--- config.mk ---
export PLATFORM = sky130hd
export DESIGN_NAME = display_dram_write_refresh_sequencer
export DESIGN_NICKNAME = d
export VERILOG_FILES = /design/src/hw/dram_seq_pkg.sv /design/src/hw/display_dram_write_refresh_sequencer.sv
export VERILOG_INCLUDE_DIRS = /design/src /design/src/hw
export SDC_FILE = /design/constraint.sdc
export NUM_CORES = 1
export LEC_CHECK = 0
export ABC_CLOCK_PERIOD_IN_PS = 4200
export BUFFER_PORTS_ARGS = -buffer_cell sky130_fd_sc_hd__buf_4
export CELL_PAD_IN_SITES_DETAIL_PLACEMENT = 2
export CELL_PAD_IN_SITES_GLOBAL_PLACEMENT = 2
export CORE_AREA = 2 2 142 144
export CTS_BUF_LIST = sky130_fd_sc_hd__clkbuf_2
export DETAILED_ROUTE_END_ITERATION = 8
export DIE_AREA = 0 0 144 146
export PLACE_DENSITY_LB_ADDON = 0.08
export SLEW_MARGIN = 20
export SYNTH_ARGS = -nofsm -noshare
export SYNTH_HDL_FRONTEND = slang
export SYNTH_SLANG_ARGS = --single-unit
--- constraint.sdc ---
create_clock -name i_clk -period 4.2 [get_ports i_clk]
set_input_delay 0.42 -clock i_clk [delete_from_list [all_inputs] [get_ports i_clk]]
set_output_delay 0.42 -clock i_clk [all_outputs]
set_load 0.05 [all_outputs]
--- src/hw/dram_seq_params.svh ---
// Timing counts, encodings and widths for the display DRAM write and refresh sequencer.
`ifndef DRAM_SEQ_PARAMS_SVH
`define DRAM_SEQ_PARAMS_SVH

// ----------------------------------------------------------------------------
// Widths
// ----------------------------------------------------------------------------
`define ADDR_W 9
`define DATA_W 32
`define CNT_W  7

// ----------------------------------------------------------------------------
// Encodings
// ----------------------------------------------------------------------------
`define CYC_6T      2'h0
`define CYC_7T      2'h1
`define CYC_8T      2'h2
`define CYC_9T      2'h3
`define PULSES_1    2'h0
`define PULSES_3    2'h1
`define OE_ON       1'b0
`define OE_OFF      1'b1

// ----------------------------------------------------------------------------
// Counts in half memory-clock periods (one i_clk cycle each)
// ----------------------------------------------------------------------------
`define ROW_SETUP_H     7'h02
`define COL_SETUP_H     7'h02
`define ROW_HOLD_H      7'h03
`define CAS_CYCLE_H     7'h04
`define CAS_LOW_H       7'h02
`define CAS_PHASE_MASK  7'h03
`define CAS_DLY_EVEN_H  7'h05
`define CAS_DLY_ODD_H   7'h06
`define WE_LEAD_LONG_H  7'h04
`define WE_LEAD_SHORT_H 7'h01
`define WE_HOLD_H       7'h03
`define RAS_LOW_6T_H    7'h07
`define RAS_LOW_7T_H    7'h08
`define RAS_LOW_8T_H    7'h09
`define RAS_LOW_9T_H    7'h0A
`define RAS_PRE_6T_H    7'h05
`define RAS_PRE_7T_H    7'h06
`define RAS_PRE_8T_H    7'h07
`define RAS_PRE_9T_H    7'h08
`define REF_CAS_LEAD_H  7'h03
`define REF_RAS_LOW_H   7'h07
`define REF_PULSE_H     7'h0C
`define REF_CAS_HOLD_H  7'h05
`define REF_RECOVER_H   7'h0A
`define REF_SPAN_1_H    7'h00
`define REF_SPAN_3_H    7'h18
`define REF_SPAN_5_H    7'h30

`endif

--- src/hw/dram_seq_pkg.sv ---
// Types shared by the display DRAM sequencer and its users.
`include "dram_seq_params.svh"

package dram_seq_pkg;

  typedef enum logic [2:0] {
    ST_IDLE,
    ST_ROW_SETUP,
    ST_WRITE_ACT,
    ST_WRITE_PRE,
    ST_REF_ACT,
    ST_REF_REC
  } seq_state_e;

  typedef struct packed {
    logic [1:0] cycle_length_setting;
    logic       write_strobe_lead_select;
    logic [1:0] refresh_pulses;
  } seq_cfg_s;

  typedef struct packed {
    logic                 is_refresh;
    logic [1:0]           beats;
    logic [`ADDR_W-1:0]   row;
    logic [`ADDR_W-1:0]   col;
    logic [`DATA_W-1:0]   data;
  } seq_req_s;

  typedef struct packed {
    logic                 ras_n;
    logic                 cas_n;
    logic                 we_n;
    logic [`ADDR_W-1:0]   addr;
    logic [`DATA_W-1:0]   dq_o;
    logic                 dq_oe_n;
  } mem_pins_s;

endpackage
--- src/hw/display_dram_write_refresh_sequencer.sv ---
// Write and column-before-row refresh strobe sequencer for the display DRAMs.
`include "dram_seq_params.svh"

// Contract
// - Write cycle lasts 6, 7, 8 or 9 periods, 2 more per extra beat: row-low phase plus precharge.
// - Row strobe low 3.5, 4.0, 4.5 or 5.0 periods per cycle length, plus 2 periods per extra beat.
// - Column strobe falls 2.5 periods after row fall (6/8), else 3.0.
// - Column accesses repeat every 2 periods, one low and one high.
// - Row address set one period before row fall, held 1.5 after.
// - Column address set one period before column fall, held one after.
// - Write strobe leads column fall by 2.0 periods if lead select, else 0.5.
// - Write strobe stays low at least 1.5 periods after column fall.
// - Write data driven one period before column fall, one period after.
// - Refresh lowers column strobe 1.5 periods before first row fall.
// - One, three or five row pulses, 3.5 low and 2.5 high each.
// - Column strobe stays low 2.5 periods after the last row fall.
// - Refreshes spaced by 10 half periods of recovery, next column fall at least 5.5 periods after row rise.
module display_dram_write_refresh_sequencer (
  input  wire logic                    i_clk,
  input  wire logic                    i_srst,
  input  wire logic                    i_ce,
  input  wire dram_seq_pkg::seq_cfg_s  i_cfg,
  input  wire logic                    i_req_valid,
  input  wire dram_seq_pkg::seq_req_s  i_req,
  output logic                         o_req_ready,
  output dram_seq_pkg::mem_pins_s      o_mem
);

  // --------------------------------------------------------------------------
  // State
  // --------------------------------------------------------------------------
  dram_seq_pkg::seq_state_e state_ff;
  dram_seq_pkg::seq_state_e nxt_state;
  dram_seq_pkg::seq_cfg_s   cfg_ff;
  dram_seq_pkg::seq_req_s   req_ff;
  dram_seq_pkg::mem_pins_s  nxt_mem;
  logic [`CNT_W-1:0]        h_ff;
  logic [`CNT_W-1:0]        nxt_h;
  logic [`CNT_W-1:0]        ph_ff;
  logic [`CNT_W-1:0]        ras_low_h;
  logic [`CNT_W-1:0]        ras_pre_h;
  logic [`CNT_W-1:0]        cas_dly_h;
  logic [`CNT_W-1:0]        we_lead_h;
  logic [`CNT_W-1:0]        last_fall_h;
  logic [`CNT_W-1:0]        ras_rise_h;
  logic [`CNT_W-1:0]        ref_span_h;
  logic [`CNT_W-1:0]        ref_end_h;
  logic [`CNT_W-1:0]        cas_rel_h;
  logic [`CNT_W-1:0]        col_step;
  logic                     accept;

  assign o_req_ready = (state_ff == dram_seq_pkg::ST_IDLE);
  assign accept      = i_req_valid && o_req_ready;

  // --------------------------------------------------------------------------
  // Timing derived from the latched configuration
  // --------------------------------------------------------------------------
  always_comb
  begin
    unique case (cfg_ff.cycle_length_setting)
      `CYC_6T:
      begin
        ras_low_h = `RAS_LOW_6T_H;
        ras_pre_h = `RAS_PRE_6T_H;
      end
      `CYC_7T:
      begin
        ras_low_h = `RAS_LOW_7T_H;
        ras_pre_h = `RAS_PRE_7T_H;
      end
      `CYC_8T:
      begin
        ras_low_h = `RAS_LOW_8T_H;
        ras_pre_h = `RAS_PRE_8T_H;
      end
      `CYC_9T:
      begin
        ras_low_h = `RAS_LOW_9T_H;
        ras_pre_h = `RAS_PRE_9T_H;
      end
    endcase
    // Odd cycle lengths use the longer delay.
    cas_dly_h = cfg_ff.cycle_length_setting[0] ? `CAS_DLY_ODD_H : `CAS_DLY_EVEN_H;
    we_lead_h = cfg_ff.write_strobe_lead_select ? `WE_LEAD_LONG_H : `WE_LEAD_SHORT_H;
    last_fall_h = cas_dly_h + {5'h00, req_ff.beats} * `CAS_CYCLE_H;
    // Burst accesses stretch the row-low phase by the extra column slots.
    ras_rise_h  = last_fall_h + ras_low_h - cas_dly_h;
    unique case (cfg_ff.refresh_pulses)
      `PULSES_1: ref_span_h = `REF_SPAN_1_H;
      `PULSES_3: ref_span_h = `REF_SPAN_3_H;
      default:   ref_span_h = `REF_SPAN_5_H;
    endcase
    ref_end_h = `REF_CAS_LEAD_H + ref_span_h + `REF_RAS_LOW_H;
    cas_rel_h = h_ff - cas_dly_h;
    col_step  = (h_ff + `COL_SETUP_H < cas_dly_h) ? '0
              : ((h_ff + `COL_SETUP_H - cas_dly_h) / `CAS_CYCLE_H);
  end

  // --------------------------------------------------------------------------
  // Sequencing
  // --------------------------------------------------------------------------
  always_comb
  begin
    nxt_state = state_ff;
    nxt_h     = h_ff + 7'h01;
    unique case (state_ff)
      dram_seq_pkg::ST_IDLE:
      begin
        nxt_h = '0;
        if (accept)
        begin
          nxt_state = i_req.is_refresh ? dram_seq_pkg::ST_REF_ACT : dram_seq_pkg::ST_ROW_SETUP;
        end
      end
      dram_seq_pkg::ST_ROW_SETUP:
      begin
        if (h_ff == `ROW_SETUP_H - 7'h01)
        begin
          nxt_state = dram_seq_pkg::ST_WRITE_ACT;
          nxt_h     = '0;
        end
      end
      dram_seq_pkg::ST_WRITE_ACT:
      begin
        if (h_ff == ras_rise_h - 7'h01)
        begin
          nxt_state = dram_seq_pkg::ST_WRITE_PRE;
          nxt_h     = '0;
        end
      end
      dram_seq_pkg::ST_WRITE_PRE:
      begin
        if (h_ff == ras_pre_h - 7'h01)
        begin
          nxt_state = dram_seq_pkg::ST_IDLE;
          nxt_h     = '0;
        end
      end
      dram_seq_pkg::ST_REF_ACT:
      begin
        if (h_ff == ref_end_h - 7'h01)
        begin
          nxt_state = dram_seq_pkg::ST_REF_REC;
          nxt_h     = '0;
        end
      end
      dram_seq_pkg::ST_REF_REC:
      begin
        if (h_ff == `REF_RECOVER_H - 7'h01)
        begin
          nxt_state = dram_seq_pkg::ST_IDLE;
          nxt_h     = '0;
        end
      end
    endcase
  end

  always_ff @(posedge i_clk)
  begin
    if (i_srst)
    begin
      state_ff <= dram_seq_pkg::ST_IDLE;
      h_ff     <= '0;
    end
    else if (i_ce)
    begin
      state_ff <= nxt_state;
      h_ff     <= nxt_h;
    end
  end

  // Phase inside one refresh row pulse; a counter avoids a modulo-12 divider.
  always_ff @(posedge i_clk)
  begin
    if (i_srst)
    begin
      ph_ff <= '0;
    end
    else if (i_ce)
    begin
      if (state_ff != dram_seq_pkg::ST_REF_ACT || h_ff + 7'h01 < `REF_CAS_LEAD_H)
      begin
        ph_ff <= '0;
      end
      else if (h_ff + 7'h01 == `REF_CAS_LEAD_H || ph_ff == `REF_PULSE_H - 7'h01)
      begin
        ph_ff <= '0;
      end
      else
      begin
        ph_ff <= ph_ff + 7'h01;
      end
    end
  end

  // Settings are held for the whole request so a change mid-cycle cannot tear it.
  always_ff @(posedge i_clk)
  begin
    if (i_srst)
    begin
      cfg_ff <= '0;
      req_ff <= '0;
    end
    else if (i_ce && accept)
    begin
      cfg_ff <= i_cfg;
      req_ff <= i_req;
    end
  end

  // --------------------------------------------------------------------------
  // Pin drive
  // --------------------------------------------------------------------------
  always_comb
  begin
    nxt_mem         = '0;
    nxt_mem.ras_n   = 1'b1;
    nxt_mem.cas_n   = 1'b1;
    nxt_mem.we_n    = 1'b1;
    nxt_mem.dq_oe_n = `OE_OFF;
    nxt_mem.addr    = req_ff.row;
    nxt_mem.dq_o    = req_ff.data;
    unique case (state_ff)
      dram_seq_pkg::ST_WRITE_ACT:
      begin
        nxt_mem.ras_n = 1'b0;
        if (h_ff >= `ROW_HOLD_H)
        begin
          nxt_mem.addr = req_ff.col + {{(`ADDR_W-`CNT_W){1'b0}}, col_step};
        end
        if (h_ff >= cas_dly_h && h_ff <= last_fall_h + 7'h01
            && (cas_rel_h & `CAS_PHASE_MASK) < `CAS_LOW_H)
        begin
          nxt_mem.cas_n = 1'b0;
        end
        if (h_ff + we_lead_h >= cas_dly_h && h_ff < last_fall_h + `WE_HOLD_H)
        begin
          nxt_mem.we_n = 1'b0;
        end
        if (h_ff + `COL_SETUP_H >= cas_dly_h && h_ff < last_fall_h + `CAS_LOW_H)
        begin
          nxt_mem.dq_oe_n = `OE_ON;
        end
      end
      dram_seq_pkg::ST_WRITE_PRE:
      begin
        // A short row-low phase ends before the write hold does, so the hold runs into precharge.
        if (ras_rise_h + h_ff < last_fall_h + `WE_HOLD_H)
        begin
          nxt_mem.we_n = 1'b0;
        end
      end
      dram_seq_pkg::ST_REF_ACT:
      begin
        nxt_mem.cas_n = !(h_ff < `REF_CAS_LEAD_H + ref_span_h + `REF_CAS_HOLD_H);
        nxt_mem.ras_n = !(h_ff >= `REF_CAS_LEAD_H && ph_ff < `REF_RAS_LOW_H);
      end
      default:
      begin
        nxt_mem.ras_n = 1'b1;
      end
    endcase
  end

  always_ff @(posedge i_clk)
  begin
    if (i_srst)
    begin
      o_mem         <= '0;
      o_mem.ras_n   <= 1'b1;
      o_mem.cas_n   <= 1'b1;
      o_mem.we_n    <= 1'b1;
      o_mem.dq_oe_n <= `OE_OFF;
    end
    else if (i_ce)
    begin
      o_mem <= nxt_mem;
    end
  end
endmodule // display_dram_write_refresh_sequencer

==> impl_metrics.yaml <==
outcome:
  outcome: "complete, no violations"
power_and_ir_drop:
  p_leak_nw: 3.768
  vdd_drop_max_mv: 0.2233
  pwr-share-seq_pct: 39.8
  p_total_mw: 3.154
  power_switching_mw: 1.104
  combPwrFrac_pct: 30.3
  pwr-share-clk_pct: 29.9
  netSwitchingFraction_pct: 35.00
  p_int_mw: 2.050
  p_per_area_nw_per_um2: 362.3
floorplan:
  coreArea_um2: 19330
  dieArea_um2: 21020
  die_h_um: 146
  initial_core_util_pct: 34.66
  ios: 108
  dieWidth_um: 144
  row_count: 51
hold_path:
  min_to: "state_ff[0]"
  hp-start: "i_req[52]"
  hold_path_depth: 4
  hold_path_class: "in -> reg"
global_route:
  antenna_found_initial: 1
  grt_pass1_wl_mm: 36.92
  grt_max_degree: 64
  grtUsageTotal_pct: 22.43
  grt_pass1_vias: 7099
  grt-ovfl-total: 0
logic_synthesis:
  syn_area_per_cell_um2: 8.377
  ys_ff_latch: 119
  synth_compound_area_share_pct: 15.29
  yosysMostFrequentCell: "nand2_1"
  syn_area_um2: 6701
  synth_fa_ha_area_share_pct: 13.22
  seq_area_frac_synth_pct: 35.55
  synth_top_family_by_area: "simple AND/OR/NAND/NOR gates"
  ys_types: 60
  ys.flop_type: "dfxtp_1"
  synth_enable_flop_cells: 0
  synthSimpleGateAreaFrac_pct: 19.79
  yosys_warnings: 0
  synth_cells: 800
  yosys.area.top_type_share_pct: 35.55
  synthXorXnorAreaFrac_pct: 6.647
  synth_mux_area_share_pct: 5.527
  synthArstFlopShare_pct: 0
  synth_area_leaders: "dfxtp_1, ha_1, nand2_1, a21oi_1, mux2i_1"
  synth_nets: 931
  synth_top_area_cell: "dfxtp_1"
  synthTopCellsByCount: "nand2_1, dfxtp_1, a21oi_1"
clocking:
  cts_tree: "done"
  h-tree-depth: 4
  numCtsBuffers: 17
  cts_setup_buffers: 0
  path_clk_slew_ns: 0.20
  clock_path_buffers: 2
  clkLatencyLatePin_ns: 0.70
  numClockSinks: 119
  root_buffer: "clkbuf_2"
timing:
  max_freq_ghz: 0.2545
  final.setup.worst_slack_ns: 0.2704
  clock_skew_ns: 0.03401
  hold_viol_final: 0
  setup_tns_ns: 0
  relSlewSlack_pct: 51.46
  min_period_over_period_pct: 93.56
  setup_viol: 0
  slew_violations: 0
  period_minus_slack_ns: 3.930
  worst_pin_slew_ns: 0.7281
  rsz0062_at_grt: "no"
worst_setup_path:
  worst_setup_path_end_kind: "flop"
  worst_ep_arrival_time_ns: 4.52
  cpMaxStageDelayCell: "dfxtp_2"
  reg2reg_depth: 15
  critPathMaxFanout: 7
  required_ns: 4.79
  r2r-end: "o_mem[42]"
  cpPeakStageDelay_ns: 0.47
  rr_startpoint: "req_ff[50]"
  critPathLaunchType: "flop"
  crit_top_cell: "ha_1"
  setup.worst_path.start: "req_ff[50]"
  path_cells: "inv_1, ha_1, xnor2_1, ha_1, or3_4, and2_2, ha_1, o21ai_0, a21boi_0, nor2_1, ha_1, nor2b_1, o21ai_0, a41o_1, o21ai_0"
  r2r_slack_ns: 0.27
  setup.worst_path.class: "reg -> reg"
job:
  maxCapViolCount: 0
placed_design:
  gp_congestion: 0.7735
  dp_hpwl_mm: 16.11
  dpl_cell_area_um2: 7816
  port_buffers: 107
  place_ws_ns: 0.1696
  place_inst: 1148
routing:
  ant_nets: 0
  vias: 6306
  first_pass_iters: 4
  wl_per_cell_um: 18.60
  vias_per_cell: 5.090
  drt_iter0_markers: 180
  wl_mm: 23.04
  drc_errors: 0
cells_and_area:
  final_cells: 1239
  fin_area_um2: 8705
  layout-drive-gt1-share_pct: 18.62
  area_growth_pct: 29.89
  finalNetCount: 1090
[logic make-up (layout without fill, tap and decap cells)]
| family | after synthesis | count (layout) |
|---|---|---|
| simple gates | 292 | 292 |
| compound gates | 165 | 165 |
| flops | 119 | 119 |
| fa+ha+maj | 69 | 69 |
| buf+inv | 67 | 239 |
| xor+xnor | 50 | 50 |
| mux | 37 | 37 |
| other cells | 1 | 3 |
[registers in the layout, indices dropped and copies added, names as in the netlist]
name and count:
state_ff 3, req_ff 20, ph_ff 7, h_ff 7
o_mem 45, nxt_mem 32, cfg_ff 5
[worst max-delay path, delay by kind of cell (launching register included)]
family          cells  cell delay (ns)
xor+xnor            1             0.17
compound gates      5             0.79
flops               1             0.47
fa+ha+maj           4             1.43
buf+inv             1             0.14
simple gates        4             0.83
[metal layers]
layer	global-route usage (%)	vias up	part of all wire, %
met4	5.098	0	1.0
met1	25.75	3149	43
met3	4.376	22	2.7
li1	-	3045	-
met5	0	-	0
met2	42.24	90	54
[cell usage in the layout, fill, tap and decap left out, types with 4 or more instances in the layout]
master         synthesis  routed
nand2_1              138     138
buf_4                  0     127
dfxtp_1              119     118
a21oi_1               77      77
nor2_1                75      75
ha_1                  66      66
dlygate4sd3_1          0      57
mux2i_1               37      37
xnor2_1               31      30
o21ai_0               27      27
inv_1                 22      22
clkbuf_2               0      20
nand3_1               20      19
xor2_1                18      18
nor3_1                12      11
nor2b_1               10      10
a21o_1                 9       9
nand2b_1               9       9
o21a_1                 7       7
nand4_1                5       5
o31ai_1                5       5
a211oi_1               5       5
a31oi_1                5       5
bufinv_16              0       5
nor3b_1                4       4
[final cells by class]
cell class	count	area, um^2
antenna	2	5.005
sequential	119	2384
timing repair buffer	184	1524
clock inverter	12	198.9
multi-input combinational	614	4075
fill	2182	10630
inverter	23	86.33
clock buffer	20	100.1
tap	265	331.6
[metrics by stage]
stage | hold WS [ns] | util (%)
after CTS | 0.04731 | 44.92
after global routing | 0.06495 | 45.02
after global placement | 0.4411 | 40.43
final | 0.1207 | 45.02
after floorplan | 0.4329 | -
after detailed placement | 0.4527 | 40.43
[how the worst max path moves through the flow]
stage | to | slack (ns)
detailed placement | o_mem[42] | 0.17
global placement | o_mem[42] | 0.37
finish | o_mem[42] | 0.27
floorplan | o_mem[42] | 0.35
global route | o_mem[39] | 0.01
CTS | o_mem[42] | 0.14
[power by group through the flow]
stage | Combinational [mW] | Clock [mW] | Sequential [mW]
finish | 0.956 | 0.944 | 1.25
global route | 1.05 | 1.03 | 1.27
CTS | 0.967 | 0.973 | 1.25
detailed placement | 0.918 | 0 | 1.28
global placement | 0.852 | 0 | 1.27
floorplan | 0.577 | 0 | 1.32
[timing repair]
item                                   4_1_cts  5_1_grt
endpoints found under the hold margin       57        0
setup endpoints to repair                    0        3
hold buffers                                57        0
gates resized for setup                      0        3
Note: power is estimated with default switching activity, not from simulation.
